==> src/fifo_cfg_pkg.sv <==
// package: register map, field positions and reset values of the fifo engine configuration
package fifo_cfg_pkg;

    // ****************************************
    // register offsets
    // ****************************************
    localparam logic [11:0] RECEIVE_CONFIG_OFFSET  = 12'h06C;
    localparam logic [11:0] TRANSMIT_CONFIG_OFFSET = 12'h070;
    localparam logic [11:0] ENGINE_STATUS_OFFSET   = 12'h078;
    localparam logic [11:0] EVENT_ENABLE_OFFSET    = 12'h07C;

    // ****************************************
    // receive_config fields
    // ****************************************
    localparam int RX_ALIGN_HI     = 31;
    localparam int RX_ALIGN_LO     = 30;
    localparam int RX_COUNT_HI     = 27;
    localparam int RX_COUNT_LO     = 16;
    localparam int RX_FLUSH_BIT    = 15;
    localparam int RX_OFFSET_HI    = 12;
    localparam int RX_OFFSET_LO    = 8;

    // ****************************************
    // transmit_config fields
    // ****************************************
    localparam int TX_STATUS_FLUSH_BIT = 15;
    localparam int TX_DATA_FLUSH_BIT   = 14;
    localparam int TX_OVERRUN_BIT      = 2;
    localparam int TX_ENABLE_BIT       = 1;
    localparam int TX_STOP_BIT         = 0;

    // ****************************************
    // event enable fields
    // ****************************************
    localparam int RX_DMA_EVENT_EN_BIT  = 20;
    localparam int TX_FULL_EVENT_EN_BIT = 8;

    // ****************************************
    // reset values
    // ****************************************
    localparam logic [1:0]  RX_ALIGN_RESET  = 2'h0;
    localparam logic [11:0] RX_COUNT_RESET  = 12'h000;
    localparam logic [4:0]  RX_OFFSET_RESET = 5'h00;

    // end alignment codes
    localparam logic [1:0] ALIGN_4  = 2'h0;
    localparam logic [1:0] ALIGN_16 = 2'h1;
    localparam logic [1:0] ALIGN_32 = 2'h2;

    typedef enum logic [1:0] {
        TX_IDLE,
        TX_SENDING,
        TX_STALLED,
        TX_HALTED
    } tx_state_t;

endpackage

==> src/rx_pad_align.sv <==
// receive read path: start offset insertion and end-of-buffer alignment padding
`timescale 1ns/1ps
module rx_pad_align (
    input  wire logic        pclk,
    input  wire logic        presetn,
    input  wire logic        flush,
    input  wire logic [1:0]  align_sel,
    input  wire logic [4:0]  start_offset,
    input  wire logic        read_strobe,
    input  wire logic        last_word,
    output logic             pad_active,
    output logic             word_taken,
    output logic [2:0]       lead_dwords,
    output logic [1:0]       lead_bytes
);

    logic [2:0] phase_reg;
    logic [2:0] phase_next;
    logic       pad_reg;
    logic       pad_next;
    logic [2:0] mask;
    logic       aligned;

    // modulus mask for the selected boundary in dwords; reserved code falls back to 4-byte
    assign mask = (align_sel == fifo_cfg_pkg::ALIGN_16) ? 3'h3 :
                  (align_sel == fifo_cfg_pkg::ALIGN_32) ? 3'h7 : 3'h0;
    assign aligned = ((phase_reg + 3'h1) & mask) == 3'h0;
    // upper offset bits are sampled live so a change acts on the next dword read
    assign lead_dwords = start_offset[4:2];
    assign lead_bytes  = start_offset[1:0];
    assign word_taken  = read_strobe;
    assign pad_active  = pad_reg;

    // track position inside the alignment block and pad after the last data word
    always_comb begin
        phase_next = phase_reg;
        pad_next   = pad_reg;
        if (read_strobe) begin
            phase_next = (phase_reg + 3'h1) & mask;
            if (aligned) begin
                pad_next = 1'b0;
            end else if (last_word) begin
                pad_next = 1'b1;
            end
        end
        if (flush) begin
            phase_next = 3'h0;
            pad_next   = 1'b0;
        end
    end

    always_ff @(posedge pclk or negedge presetn) begin
        if (!presetn) begin
            phase_reg <= 3'h0;
            pad_reg   <= 1'b0;
        end else begin
            phase_reg <= phase_next;
            pad_reg   <= pad_next;
        end
    end

endmodule

==> src/tx_control.sv <==
// transmitter enable and graceful stop sequencer
`timescale 1ns/1ps
module tx_control (
    input  wire logic        pclk,
    input  wire logic        presetn,
    input  wire logic        enable,
    input  wire logic        stop_req,
    input  wire logic        overrun_permit,
    input  wire logic        status_full,
    input  wire logic        data_pending,
    input  wire logic        frame_done,
    output logic             tx_go,
    output logic             halted
);

    fifo_cfg_pkg::tx_state_t state_reg;
    fifo_cfg_pkg::tx_state_t state_next;
    logic                    suspend;

    // a full status fifo stalls sending only when overrun is not permitted
    assign suspend = status_full && !overrun_permit;
    assign tx_go   = (state_reg == fifo_cfg_pkg::TX_SENDING);
    assign halted  = (state_reg == fifo_cfg_pkg::TX_HALTED);

    // a frame in flight always finishes before the stop takes hold
    always_comb begin
        state_next = state_reg;
        unique case (state_reg)
            fifo_cfg_pkg::TX_IDLE: begin
                if (enable && stop_req) begin
                    state_next = fifo_cfg_pkg::TX_HALTED;
                end else if (enable && data_pending && !suspend) begin
                    state_next = fifo_cfg_pkg::TX_SENDING;
                end
            end
            fifo_cfg_pkg::TX_SENDING: begin
                if (frame_done) begin
                    state_next = stop_req ? fifo_cfg_pkg::TX_HALTED :
                                 suspend  ? fifo_cfg_pkg::TX_STALLED :
                                            fifo_cfg_pkg::TX_IDLE;
                end
            end
            fifo_cfg_pkg::TX_STALLED: begin
                if (stop_req) begin
                    state_next = fifo_cfg_pkg::TX_HALTED;
                end else if (!suspend) begin
                    state_next = fifo_cfg_pkg::TX_IDLE;
                end
            end
            fifo_cfg_pkg::TX_HALTED: begin
                state_next = fifo_cfg_pkg::TX_IDLE;
            end
        endcase
    end

    always_ff @(posedge pclk or negedge presetn) begin
        if (!presetn) begin
            state_reg <= fifo_cfg_pkg::TX_IDLE;
        end else begin
            state_reg <= state_next;
        end
    end

endmodule

==> src/rx_tx_fifo_engine_config.sv <==
// receive and transmit configuration registers of the packet fifo engine, apb slave
// Overview of operation
// - end alignment field: 00 4-byte, 01 16-byte, 10 32-byte, 11 reserved
// - pad dwords after last transfer until chosen alignment boundary
// - 12-bit countdown of dwords read before the receive dma event
// - countdown drops one per dword read; rewrite allowed anytime
// - receive flush clears receive data and status pointers, self-clearing
// - five-bit start offset shifts packet data by 0 to 31 bytes
// - upper three offset bits may change live, act next dword read
// - transmit status flush clears status pointers, self-clearing
// - transmit data flush clears data pointers, self-clearing
// - overrun permit clear suspends sending while status fifo full
// - overrun permit never affects the status full event
// - transmitter enabled sends whatever data the fifo holds
// - enable clears itself once stop requested and transmitter halted
// - stop request finishes current frame, halts, then self-clears
// - writes to stop request ignored while it is high
// - receive dma event has own enable bit gating interrupt line
// - status full event raised when transmit status fifo becomes full
`timescale 1ns/1ps
module rx_tx_fifo_engine_config (
    input  wire logic        pclk,
    input  wire logic        presetn,
    input  wire logic        psel,
    input  wire logic        penable,
    input  wire logic        pwrite,
    input  wire logic [11:0] paddr,
    input  wire logic [31:0] pwdata,
    output logic [31:0]      prdata,
    output logic             pready,
    output logic             pslverr,
    input  wire logic        rx_dword_read,
    input  wire logic        rx_last_word,
    input  wire logic        tx_status_full,
    input  wire logic        tx_data_pending,
    input  wire logic        tx_frame_done,
    output logic             rx_flush_pulse,
    output logic             tx_status_flush,
    output logic             tx_data_flush,
    output logic             rx_pad_active,
    output logic [2:0]       rx_lead_dwords,
    output logic [1:0]       rx_lead_bytes,
    output logic             tx_go,
    output logic             rx_dma_event,
    output logic             tx_status_full_event,
    output logic             rx_dma_irq,
    output logic             tx_full_irq
);

    // ****************************************
    // apb decode
    // ****************************************
    logic        access;
    logic        wr_en;
    logic        hit_rx;
    logic        hit_tx;
    logic        hit_sts;
    logic        hit_en;
    logic        mapped;

    assign access  = psel && penable;
    assign hit_rx  = paddr == fifo_cfg_pkg::RECEIVE_CONFIG_OFFSET;
    assign hit_tx  = paddr == fifo_cfg_pkg::TRANSMIT_CONFIG_OFFSET;
    assign hit_sts = paddr == fifo_cfg_pkg::ENGINE_STATUS_OFFSET;
    assign hit_en  = paddr == fifo_cfg_pkg::EVENT_ENABLE_OFFSET;
    assign mapped  = hit_rx || hit_tx || hit_sts || hit_en;
    assign wr_en   = access && pwrite && mapped;
    // zero wait states; unmapped addresses answer with an error
    assign pready  = 1'b1;
    assign pslverr = access && !mapped;

    // ****************************************
    // register state
    // ****************************************
    logic [1:0]  rx_align_reg;
    logic [11:0] rx_dword_countdown_reg;
    logic [11:0] rx_dword_countdown_next;
    logic [4:0]  rx_start_offset_reg;
    logic        tx_status_overrun_permit_reg;
    logic        tx_enable_reg;
    logic        tx_enable_next;
    logic        tx_stop_reg;
    logic        tx_stop_next;
    logic        rx_dma_en_reg;
    logic        tx_full_en_reg;
    logic        rx_dma_event_reg;
    logic        full_seen_reg;
    logic        tx_full_event_reg;
    logic        rx_flush_reg;
    logic        txs_flush_reg;
    logic        txd_flush_reg;
    logic [31:0] prdata_reg;
    logic        tx_halted;
    logic        wr_rx;
    logic        wr_tx;
    logic        count_hits_zero;

    assign wr_rx = wr_en && hit_rx;
    assign wr_tx = wr_en && hit_tx;

    // countdown: a host write wins over a decrement in the same cycle
    assign count_hits_zero = rx_dword_read && (rx_dword_countdown_reg == 12'h001) && !wr_rx;
    assign rx_dword_countdown_next =
        wr_rx ? pwdata[fifo_cfg_pkg::RX_COUNT_HI:fifo_cfg_pkg::RX_COUNT_LO] :
        (rx_dword_read && rx_dword_countdown_reg != 12'h000) ?
            rx_dword_countdown_reg - 12'h001 : rx_dword_countdown_reg;

    // stop bit: writes ignored while high, clears when the transmitter halts
    assign tx_stop_next =
        tx_halted ? 1'b0 :
        tx_stop_reg ? 1'b1 :
        wr_tx ? pwdata[fifo_cfg_pkg::TX_STOP_BIT] : 1'b0;
    assign tx_enable_next =
        tx_halted ? 1'b0 :
        wr_tx ? pwdata[fifo_cfg_pkg::TX_ENABLE_BIT] : tx_enable_reg;

    // configuration fields
    always_ff @(posedge pclk or negedge presetn) begin
        if (!presetn) begin
            rx_align_reg                 <= fifo_cfg_pkg::RX_ALIGN_RESET;
            rx_start_offset_reg          <= fifo_cfg_pkg::RX_OFFSET_RESET;
            tx_status_overrun_permit_reg <= 1'b0;
            rx_dma_en_reg                <= 1'b0;
            tx_full_en_reg               <= 1'b0;
        end else begin
            if (wr_rx) begin
                rx_align_reg        <= pwdata[fifo_cfg_pkg::RX_ALIGN_HI:fifo_cfg_pkg::RX_ALIGN_LO];
                rx_start_offset_reg <= pwdata[fifo_cfg_pkg::RX_OFFSET_HI:fifo_cfg_pkg::RX_OFFSET_LO];
            end
            if (wr_tx) begin
                tx_status_overrun_permit_reg <= pwdata[fifo_cfg_pkg::TX_OVERRUN_BIT];
            end
            if (wr_en && hit_en) begin
                rx_dma_en_reg  <= pwdata[fifo_cfg_pkg::RX_DMA_EVENT_EN_BIT];
                tx_full_en_reg <= pwdata[fifo_cfg_pkg::TX_FULL_EVENT_EN_BIT];
            end
        end
    end

    // countdown, transmit control bits and self-clearing flush pulses
    always_ff @(posedge pclk or negedge presetn) begin
        if (!presetn) begin
            rx_dword_countdown_reg <= fifo_cfg_pkg::RX_COUNT_RESET;
            tx_enable_reg          <= 1'b0;
            tx_stop_reg            <= 1'b0;
            rx_flush_reg           <= 1'b0;
            txs_flush_reg          <= 1'b0;
            txd_flush_reg          <= 1'b0;
        end else begin
            rx_dword_countdown_reg <= rx_dword_countdown_next;
            tx_enable_reg          <= tx_enable_next;
            tx_stop_reg            <= tx_stop_next;
            rx_flush_reg  <= wr_rx && pwdata[fifo_cfg_pkg::RX_FLUSH_BIT];
            txs_flush_reg <= wr_tx && pwdata[fifo_cfg_pkg::TX_STATUS_FLUSH_BIT];
            txd_flush_reg <= wr_tx && pwdata[fifo_cfg_pkg::TX_DATA_FLUSH_BIT];
        end
    end

    // events: one-cycle pulses; the full event ignores the overrun permit
    always_ff @(posedge pclk or negedge presetn) begin
        if (!presetn) begin
            rx_dma_event_reg  <= 1'b0;
            full_seen_reg     <= 1'b0;
            tx_full_event_reg <= 1'b0;
        end else begin
            rx_dma_event_reg  <= count_hits_zero;
            full_seen_reg     <= tx_status_full;
            tx_full_event_reg <= tx_status_full && !full_seen_reg;
        end
    end

    assign rx_flush_pulse       = rx_flush_reg;
    assign tx_status_flush      = txs_flush_reg;
    assign tx_data_flush        = txd_flush_reg;
    assign rx_dma_event         = rx_dma_event_reg;
    assign tx_status_full_event = tx_full_event_reg;
    assign rx_dma_irq           = rx_dma_event_reg && rx_dma_en_reg;
    assign tx_full_irq          = tx_full_event_reg && tx_full_en_reg;

    // ****************************************
    // read path
    // ****************************************
    logic [31:0] rd_rx;
    logic [31:0] rd_tx;
    logic [31:0] rd_sts;
    logic [31:0] rd_en;
    logic [31:0] rd_mux;

    // reserved and flush bits read back as zero
    assign rd_rx  = {rx_align_reg, 2'h0, rx_dword_countdown_reg, 3'h0, rx_start_offset_reg, 8'h00};
    assign rd_tx  = {29'h00000000, tx_status_overrun_permit_reg, tx_enable_reg, tx_stop_reg};
    assign rd_sts = {28'h0000000, rx_pad_active, tx_halted, tx_go, tx_status_full};
    assign rd_en  = {11'h000, rx_dma_en_reg, 11'h000, tx_full_en_reg, 8'h00};
    assign rd_mux = hit_rx ? rd_rx : hit_tx ? rd_tx : hit_sts ? rd_sts : hit_en ? rd_en : 32'h00000000;

    // read data registered in the setup cycle so it is stable through access
    always_ff @(posedge pclk or negedge presetn) begin
        if (!presetn) begin
            prdata_reg <= 32'h00000000;
        end else if (psel && !penable && !pwrite) begin
            prdata_reg <= rd_mux;
        end
    end
    assign prdata = prdata_reg;

    // ****************************************
    // sub-blocks
    // ****************************************
    rx_pad_align u_rx_pad_align (
        .pclk         (pclk),
        .presetn      (presetn),
        .flush        (rx_flush_reg),
        .align_sel    (rx_align_reg),
        .start_offset (rx_start_offset_reg),
        .read_strobe  (rx_dword_read),
        .last_word    (rx_last_word),
        .pad_active   (rx_pad_active),
        .word_taken   (),
        .lead_dwords  (rx_lead_dwords),
        .lead_bytes   (rx_lead_bytes)
    );

    tx_control u_tx_control (
        .pclk           (pclk),
        .presetn        (presetn),
        .enable         (tx_enable_reg),
        .stop_req       (tx_stop_reg),
        .overrun_permit (tx_status_overrun_permit_reg),
        .status_full    (tx_status_full),
        .data_pending   (tx_data_pending),
        .frame_done     (tx_frame_done),
        .tx_go          (tx_go),
        .halted         (tx_halted)
    );

endmodule

==> config.mk <==
export PLATFORM = sky130hd
export DESIGN_NAME = rx_tx_fifo_engine_config
export DESIGN_NICKNAME = d
export VERILOG_FILES = /design/src/fifo_cfg_pkg.sv /design/src/rx_pad_align.sv /design/src/tx_control.sv /design/src/rx_tx_fifo_engine_config.sv
export SDC_FILE = /design/constraint.sdc
export NUM_CORES = 1
export LEC_CHECK = 0
export ABC_AREA = 1
export ABC_CLOCK_PERIOD_IN_PS = 1650
export BUFFER_PORTS_ARGS = -buffer_cell sky130_fd_sc_hd__buf_4
export CAP_MARGIN = 40
export CORE_UTILIZATION = 46
export DETAILED_ROUTE_END_ITERATION = 8
export PLACE_DENSITY_LB_ADDON = 0.3
export SYNTH_ARGS = -nofsm -noshare
export SYNTH_HDL_FRONTEND = slang
export SYNTH_SLANG_ARGS = --single-unit
==> constraint.sdc <==
create_clock -name pclk -period 1.65 [get_ports pclk]
set_input_delay 0 -clock pclk [delete_from_list [all_inputs] [get_ports pclk]]
set_output_delay 0 -clock pclk [all_outputs]
set_load 0.05 [all_outputs]
==> results of run 1 <==
[repair_timing]
| action | CTS | global route |
|---|---|---|
| buffers inserted | 0 | 3 |
| endpoints found under the hold margin | 92 | 0 |
| endpoints found under the setup margin | 0 | 12 |
| hold buffers | 28 | 0 |
| resized for setup | 0 | 7 |
[placed cells by master, fill, tap and decap left out, types with 4 or more instances in the layout]
cell and instances:
nor2_1 28, nand2_1 79, dfrtp_1 59, nand4_1 7
o31ai_1 13, nand3_2 6, a21oi_1 8, dlygate4sd3_1 28
nor2_2 4, clkbuf_8 10, inv_1 43, xor2_1 7
nor2_4 4, inv_2 8, o21ai_0 15, buf_4 94
nand3_1 34, nand2_2 12, conb_1 10
[critical path, stage by stage, from the launching register on]
cell and delay, ps:
dfrtp_1 390, inv_1 80, ha_2 190, nand2_2 100, nor2_4 60, a21oi_4 250
buf_4 160, xor2_1 140, a21oi_1 90
[logic make-up after synthesis]
group / after synthesis / synth area share
simple gates: 185 / 0.2867
buf+inv: 70 / 0.1022
flops: 59 / 0.4535
compound gates: 55 / 0.1122
xor+xnor: 9 / 0.02421
fa+ha+maj: 4 / 0.01537
other cells: 2 / 0.002307
mux: 1 / 0.003459
[synthesized netlist by cell type, types with 4 or more instances]
master	number
xor2_1	7
dfrtp_1	59
ha_1	4
nand3_1	34
o21ai_0	16
nand2_2	11
inv_2	7
buf_4	10
nand4_1	7
o31ai_1	13
a21oi_1	8
nor2_1	31
nand2_1	80
inv_1	44
nand3_2	6
clkbuf_1	4
[through the flow]
stage	cell area, µm²	setup WS, ps	hold WS [ps]	setup TNS [ps]	instances
4_1_cts	4419	24.42	74.58	0	606
5_1_grt	4457	-12.28	95.84	-12.28	609
3_5_place_dp	3979	41.00	109.6	0	563
3_3_place_gp	3979	99.55	110.3	0	563
6_report	4457	79.73	75.52	0	609
2_1_floorplan	3288	83.41	-295.6	0	393
[where the power goes]
part           switching (W)  internal [W]
registers           0.000211       0.00163
logic               0.000888      0.000612
clock network       0.000535      0.000570
[final cells by class]
cell class | instances | area [µm²]
sequential | 59 | 1476
tap | 96 | 120.1
fill | 592 | 2375
inverter | 52 | 200.2
timing repair buffer | 123 | 1006
multi-input combinational | 264 | 1494
clock inverter | 3 | 15.01
clock buffer | 12 | 145.1
[worst max path at each step]
| stage | start | end | slack (ps) | depth (start not counted) |
|---|---|---|---|---|
| detailed placement | rx_dword_countdown_reg[1]$_DFFE_PN0P_ | rx_dword_countdown_reg[1]$_DFFE_PN0P_ | 40 | 9 |
| floorplan | rx_dword_countdown_reg[0]$_DFFE_PN0P_ | rx_dword_countdown_reg[3]$_DFFE_PN0P_ | 80 | 9 |
| global placement | rx_dword_countdown_reg[1]$_DFFE_PN0P_ | rx_dword_countdown_reg[6]$_DFFE_PN0P_ | 100 | 9 |
| global route | rx_dword_countdown_reg[7]$_DFFE_PN0P_ | rx_dword_countdown_reg[11]$_DFFE_PN0P_ | -10 | 8 |
| finish | rx_dword_countdown_reg[0]$_DFFE_PN0P_ | rx_dword_countdown_reg[0]$_DFFE_PN0P_ | 80 | 8 |
| CTS | rx_dword_countdown_reg[0]$_DFFE_PN0P_ | rx_dword_countdown_reg[1]$_DFFE_PN0P_ | 20 | 9 |
[layer usage]
| layer | global-route usage | vias to the layer above |
|---|---|---|
| li1 | - | 1493 |
| met1 | 0.3185 | 1354 |
| met2 | 0.3434 | 109 |
| met3 | 0.03561 | 11 |
| met4 | 0.09848 | 0 |
| met5 | 0 | - |
==> flow_summary.yaml, run 1 <==
hold_path:
  hold_class: "input port to flop"
  hold-path-cell-count: 5
  whs_endpoint: "rx_dword_countdown_reg[10]$_DFFE_PN0P_"
  hp-start: "pwdata[26]"
yosys:
  async_flop_share: 1.000
  synthTopCellsByArea: "dfrtp_1 45%, nand2_1 9.2%, nand3_1 5.2%"
  synthFlopType: "dfrtp_1"
  ys_seq_area_frac: 0.4535
  synth_seq_cells: 59
  avgSynthCellArea_um2: 8.456
  synth_top_cell_area_share: 0.4535
  syn_area_mm2: 0.003256
  synth_edf_count: 0
  yosys_warnings: 0
  synth.distinct_cells: 45
  synth_top_cell_by_area: "dfrtp_1"
  syn_inst: 385
outcome:
  status: "finished, final reports clean"
clocking:
  cts.clk_slew.worst_paths_ps: 60
  clock_latency_ps: 330
  clock-root-buffer: "clkbuf_8"
  htreeDepth: 3
  cts_buffers: 9
  clk_path_buf_depth: 2
  cts_sinks: 59
  cts_tree: "yes"
final_layout:
  layout.nets: 567
  fin_util: 0.6524
  final_layout_size_suffix_gt1_frac: 0.3021
  insertedDiodeCount: 0
  area.growth.synth_to_final_pct: 36.89
  largest_reg_flops: 23
flow_run:
  cap_violations: 0
timing:
  rsz0062_at_grt: "true"
  drv_slew: 0
  worstMarginPinSlew_ps: 720.9
  setup_viol: 0
  finClkSkew_ps: 5.664
  max_slew_margin: 0.5194
  final.min_clock_period_ps: 1570
  max_freq_ghz: 0.6368
  min_period_over_period: 0.9517
  hold_viol_final: 0
route:
  drc: 0
  wl_met3_um: 465
  drt-total-wl_um: 7730
  top_layer: "met4"
  ant_nets: 0
  wl_per_cell_um: 12.69
  vias: 2967
  wl_met1_um: 3570
  wl_met2_um: 3563
  first_pass_iters: 5
  drt_iter0_markers: 197
  via_per_inst: 4.872
power_and_ir_drop:
  vdd_drop_max_uv: 403.9
  p_per_area_mw_per_mm2: 998.4
  p_leak_nw: 2.292
  report.power.total_w: 0.004450
setup_path:
  crit_type: "flop to flop"
  crit_required_ps: 1870
  r2r_cells: 8
  r2r-end: "rx_dword_countdown_reg[0]$_DFFE_PN0P_"
  crit_fanout: 6
  ff2ff_setup_slack_ps: 80
  crit_path_end_kind: "flop"
  r2r-start: "rx_dword_countdown_reg[0]$_DFFE_PN0P_"
  startpoint_type: "flop"
  crit_arrival_ps: 1790
grt:
  grt_first_pass_wirelength_um: 12810
  grt_max_degree: 60
  first_global_vias: 2736
  grt_overflow: 0
  grt_use_total: 0.2256
  antenna_found_initial: 0
die:
  core_mm2: 0.006832
  ioPinCount: 102
  initial_core_util: 0.4766
  chipWidth_um: 86.13
  dieArea_mm2: 0.007418
  die_y_um: 86.13
  rows: 30
placed_design:
  hpwl_um: 5633
  io_buffers: 83
  gp_congestion: 0.8861
No activity file was read; power rests on OpenSTA's default activity.
==> run 2: changes to the inputs <==
--- a/config.mk
+++ b/config.mk
@@ -5,11 +5,10 @@
 export SDC_FILE = /design/constraint.sdc
 export NUM_CORES = 1
 export LEC_CHECK = 0
-export ABC_AREA = 1
 export ABC_CLOCK_PERIOD_IN_PS = 1650
 export BUFFER_PORTS_ARGS = -buffer_cell sky130_fd_sc_hd__buf_4
 export CAP_MARGIN = 40
-export CORE_UTILIZATION = 46
+export CORE_UTILIZATION = 45
 export DETAILED_ROUTE_END_ITERATION = 8
 export PLACE_DENSITY_LB_ADDON = 0.3
 export SYNTH_ARGS = -nofsm -noshare
==> flow_summary.yaml, run 2 <==
outcome:
  status: "finished, final reports clean"
setup_path:
  startpoint_type: "flop"
  crit_type: "flop to flop"
  crit_fanout: 4
  r2r-start: "rx_dword_countdown_reg[4]$_DFFE_PN0P_"
  crit_required_ps: 1870
  crit_arrival_ps: 1860
  timing.critical_path.from: "rx_dword_countdown_reg[4]$_DFFE_PN0P_"
  crit_path_end_kind: "flop"
  r2r_cells: 5
hold_path:
  hp-start: "paddr[2]"
  hold-path-cell-count: 3
  hold_class: "input port to flop"
clocking:
  cts_tree: "yes"
  cts_sinks: 59
  cts.clk_slew.worst_paths_ps: 70
  clock-root-buffer: "clkbuf_8"
  clock_latency_ps: 340
  cts_buffers: 9
  clk_path_buf_depth: 2
  htreeDepth: 3
timing:
  final.min_clock_period_ps: 1635
  max_slew_margin: 0.4952
  finClkSkew_ps: 5.611
  hold_viol_final: 0
  whs_ps: 75.15
  drv_slew: 0
  final.setup.tns_ps: 0
  min_period_over_period: 0.9910
  rsz0062_at_grt: "true"
  worstMarginPinSlew_ps: 757.1
  setup_viol: 0
  max_freq_ghz: 0.6116
  fin_ws_ps: 14.88
final_layout:
  area.growth.synth_to_final_pct: 51.38
  fill_cells: 459
  final_cell_area_mm2: 0.004313
  final_layout_size_suffix_gt1_frac: 0.3735
  final_cell_mix: "113 x buf_4, 58 x dfrtp_1, 41 x nand2_1"
  final_common_cell: "buf_4"
  largest_reg_flops: 23
  layout.nets: 476
  insertedDiodeCount: 0
grt:
  grt_first_pass_wirelength_um: 11850
  grt_max_degree: 60
  first_global_vias: 2656
  grt_overflow: 0
  antenna_found_initial: 0
  grt_use_total: 0.2388
route:
  wl_per_cell_um: 14.78
  drt-total-wl_um: 7358
  drt_iter0_markers: 138
  first_pass_iters: 4
  via_per_inst: 5.265
  drc: 0
  ant_nets: 0
  vias: 2622
die:
  rows: 28
  ioPinCount: 102
  initial_core_util: 0.4728
  chipWidth_um: 81.57
  dieArea_mm2: 0.006654
  die_y_um: 81.57
  core_mm2: 0.006026
placed_design:
  gp_congestion: 0.8560
  hpwl_um: 5029
  placedInstanceArea_mm2: 0.003716
  io_buffers: 83
  dp_slack_ps: -24.34
flow_run:
  cap_violations: 0
yosys:
  syn_area_mm2: 0.002849
  synth_common_cells: "59 x dfrtp_1, 42 x nand2_1, 18 x nor2_1, 17 x a21oi_1, 17 x a22o_1"
  async_flop_share: 1.000
  ys_seq_area_frac: 0.5182
  synth_edf_count: 0
  synth_most_common_cell: "dfrtp_1"
  avgSynthCellArea_um2: 10.29
  synth.distinct_cells: 42
  syn_inst: 277
  synth_seq_cells: 59
  yosys_warnings: 0
  synthTopCellsByArea: "dfrtp_1 52%, nand2_1 5.5%, a22o_1 5.2%"
  synthFlopType: "dfrtp_1"
  synth_top_cell_area_share: 0.5182
  synth_top_cell_by_area: "dfrtp_1"
power_and_ir_drop:
  vdd_drop_max_uv: 734.9
  p_leak_nw: 2.151
  p_per_area_mw_per_mm2: 1071
run 2: changes by cell type in the layout (fill, tap and decap cells not counted), sizes merged, moves of 15 or more:
cell   previous run  this run
nor2             38        18
buf              95       114
inv              52         6
nand2            91        42
nand3            41         4
a22o              2        17
run 2: power by group:
group | leakage (nW) | switching (W) | total (W) | internal [W]
clock | 0.0991 | 0.000570 | 0.00130 | 0.000731
sequential | 0.790 | 0.000192 | 0.00182 | 0.00162
combinational | 1.26 | 0.000740 | 0.00150 | 0.000762
run 2: layer usage:
layer,global-route usage,wire (µm)
met1,0.2840,2980
met2,0.4133,3921
met3,0.06778,317
met4,0.08070,138
met5,0,0
run 2: layout make-up:
cell class                      count  area (µm²)  share of cell area
Sequential cell                    59        1478              0.3426
Timing Repair Buffer              144        1169              0.2710
Clock buffer                       11       141.4             0.03278
Clock inverter                      5       52.55             0.01218
Multi-Input combinational cell    198        1356              0.3145
Inverter                            6       22.52            0.005222
Tap cell                           75       93.84             0.02176
run 2: what timing repair did:
| action | in CTS | in global routing |
|---|---|---|
| buffers inserted | 2 | 0 |
| endpoints found under the hold margin | 93 | 0 |
| hold buffers | 30 | 0 |
| gates resized for setup | 5 | 16 |
| setup endpoints to repair | 4 | 10 |
| pin swaps | 0 | 7 |
run 2: stage by stage:
| step | instances | total power (W) | util |
|---|---|---|---|
| finish | 498 | 0.004618 | 0.7157 |
| global route | 498 | 0.004906 | 0.7157 |
| CTS | 498 | 0.004499 | 0.7056 |
| detailed placement | 450 | 0.003051 | 0.6167 |
| global placement | 450 | 0.003015 | 0.6167 |
| floorplan | 285 | 0.002487 | - |
run 2: cell families after synthesis:
kind of cell,after synthesis,share of synthesized area
simple gates,108,0.2108
compound gates,59,0.1379
flops,59,0.5182
buf+inv,28,0.05402
mux,11,0.04040
xor+xnor,6,0.01845
fa+ha+maj,4,0.01757
other cells,2,0.002636
run 2: path summary, 6_finish.rpt:
kind | to | slack (ps)
worst max-delay path | rx_dword_countdown_reg[5]$_DFFE_PN0P_ | 10
worst min-delay path | prdata[8]$_DFFE_PN0P_ | 80
worst max register to register | rx_dword_countdown_reg[5]$_DFFE_PN0P_ | 10
worst min register to register | tx_status_full_event$_DFF_PN0_ | 390
max in group asynchronous | rx_dword_countdown_reg[1]$_DFFE_PN0P_ | 840
min in group asynchronous | prdata[21]$_DFFE_PN0P_ | 270
run 2: worst max-delay path, stage by stage (launching register included):
cell     delay, ps
dfrtp_1        410
nor4_4         340
and4_4         310
nor2_2          50
xor2_1         140
mux2_4         270
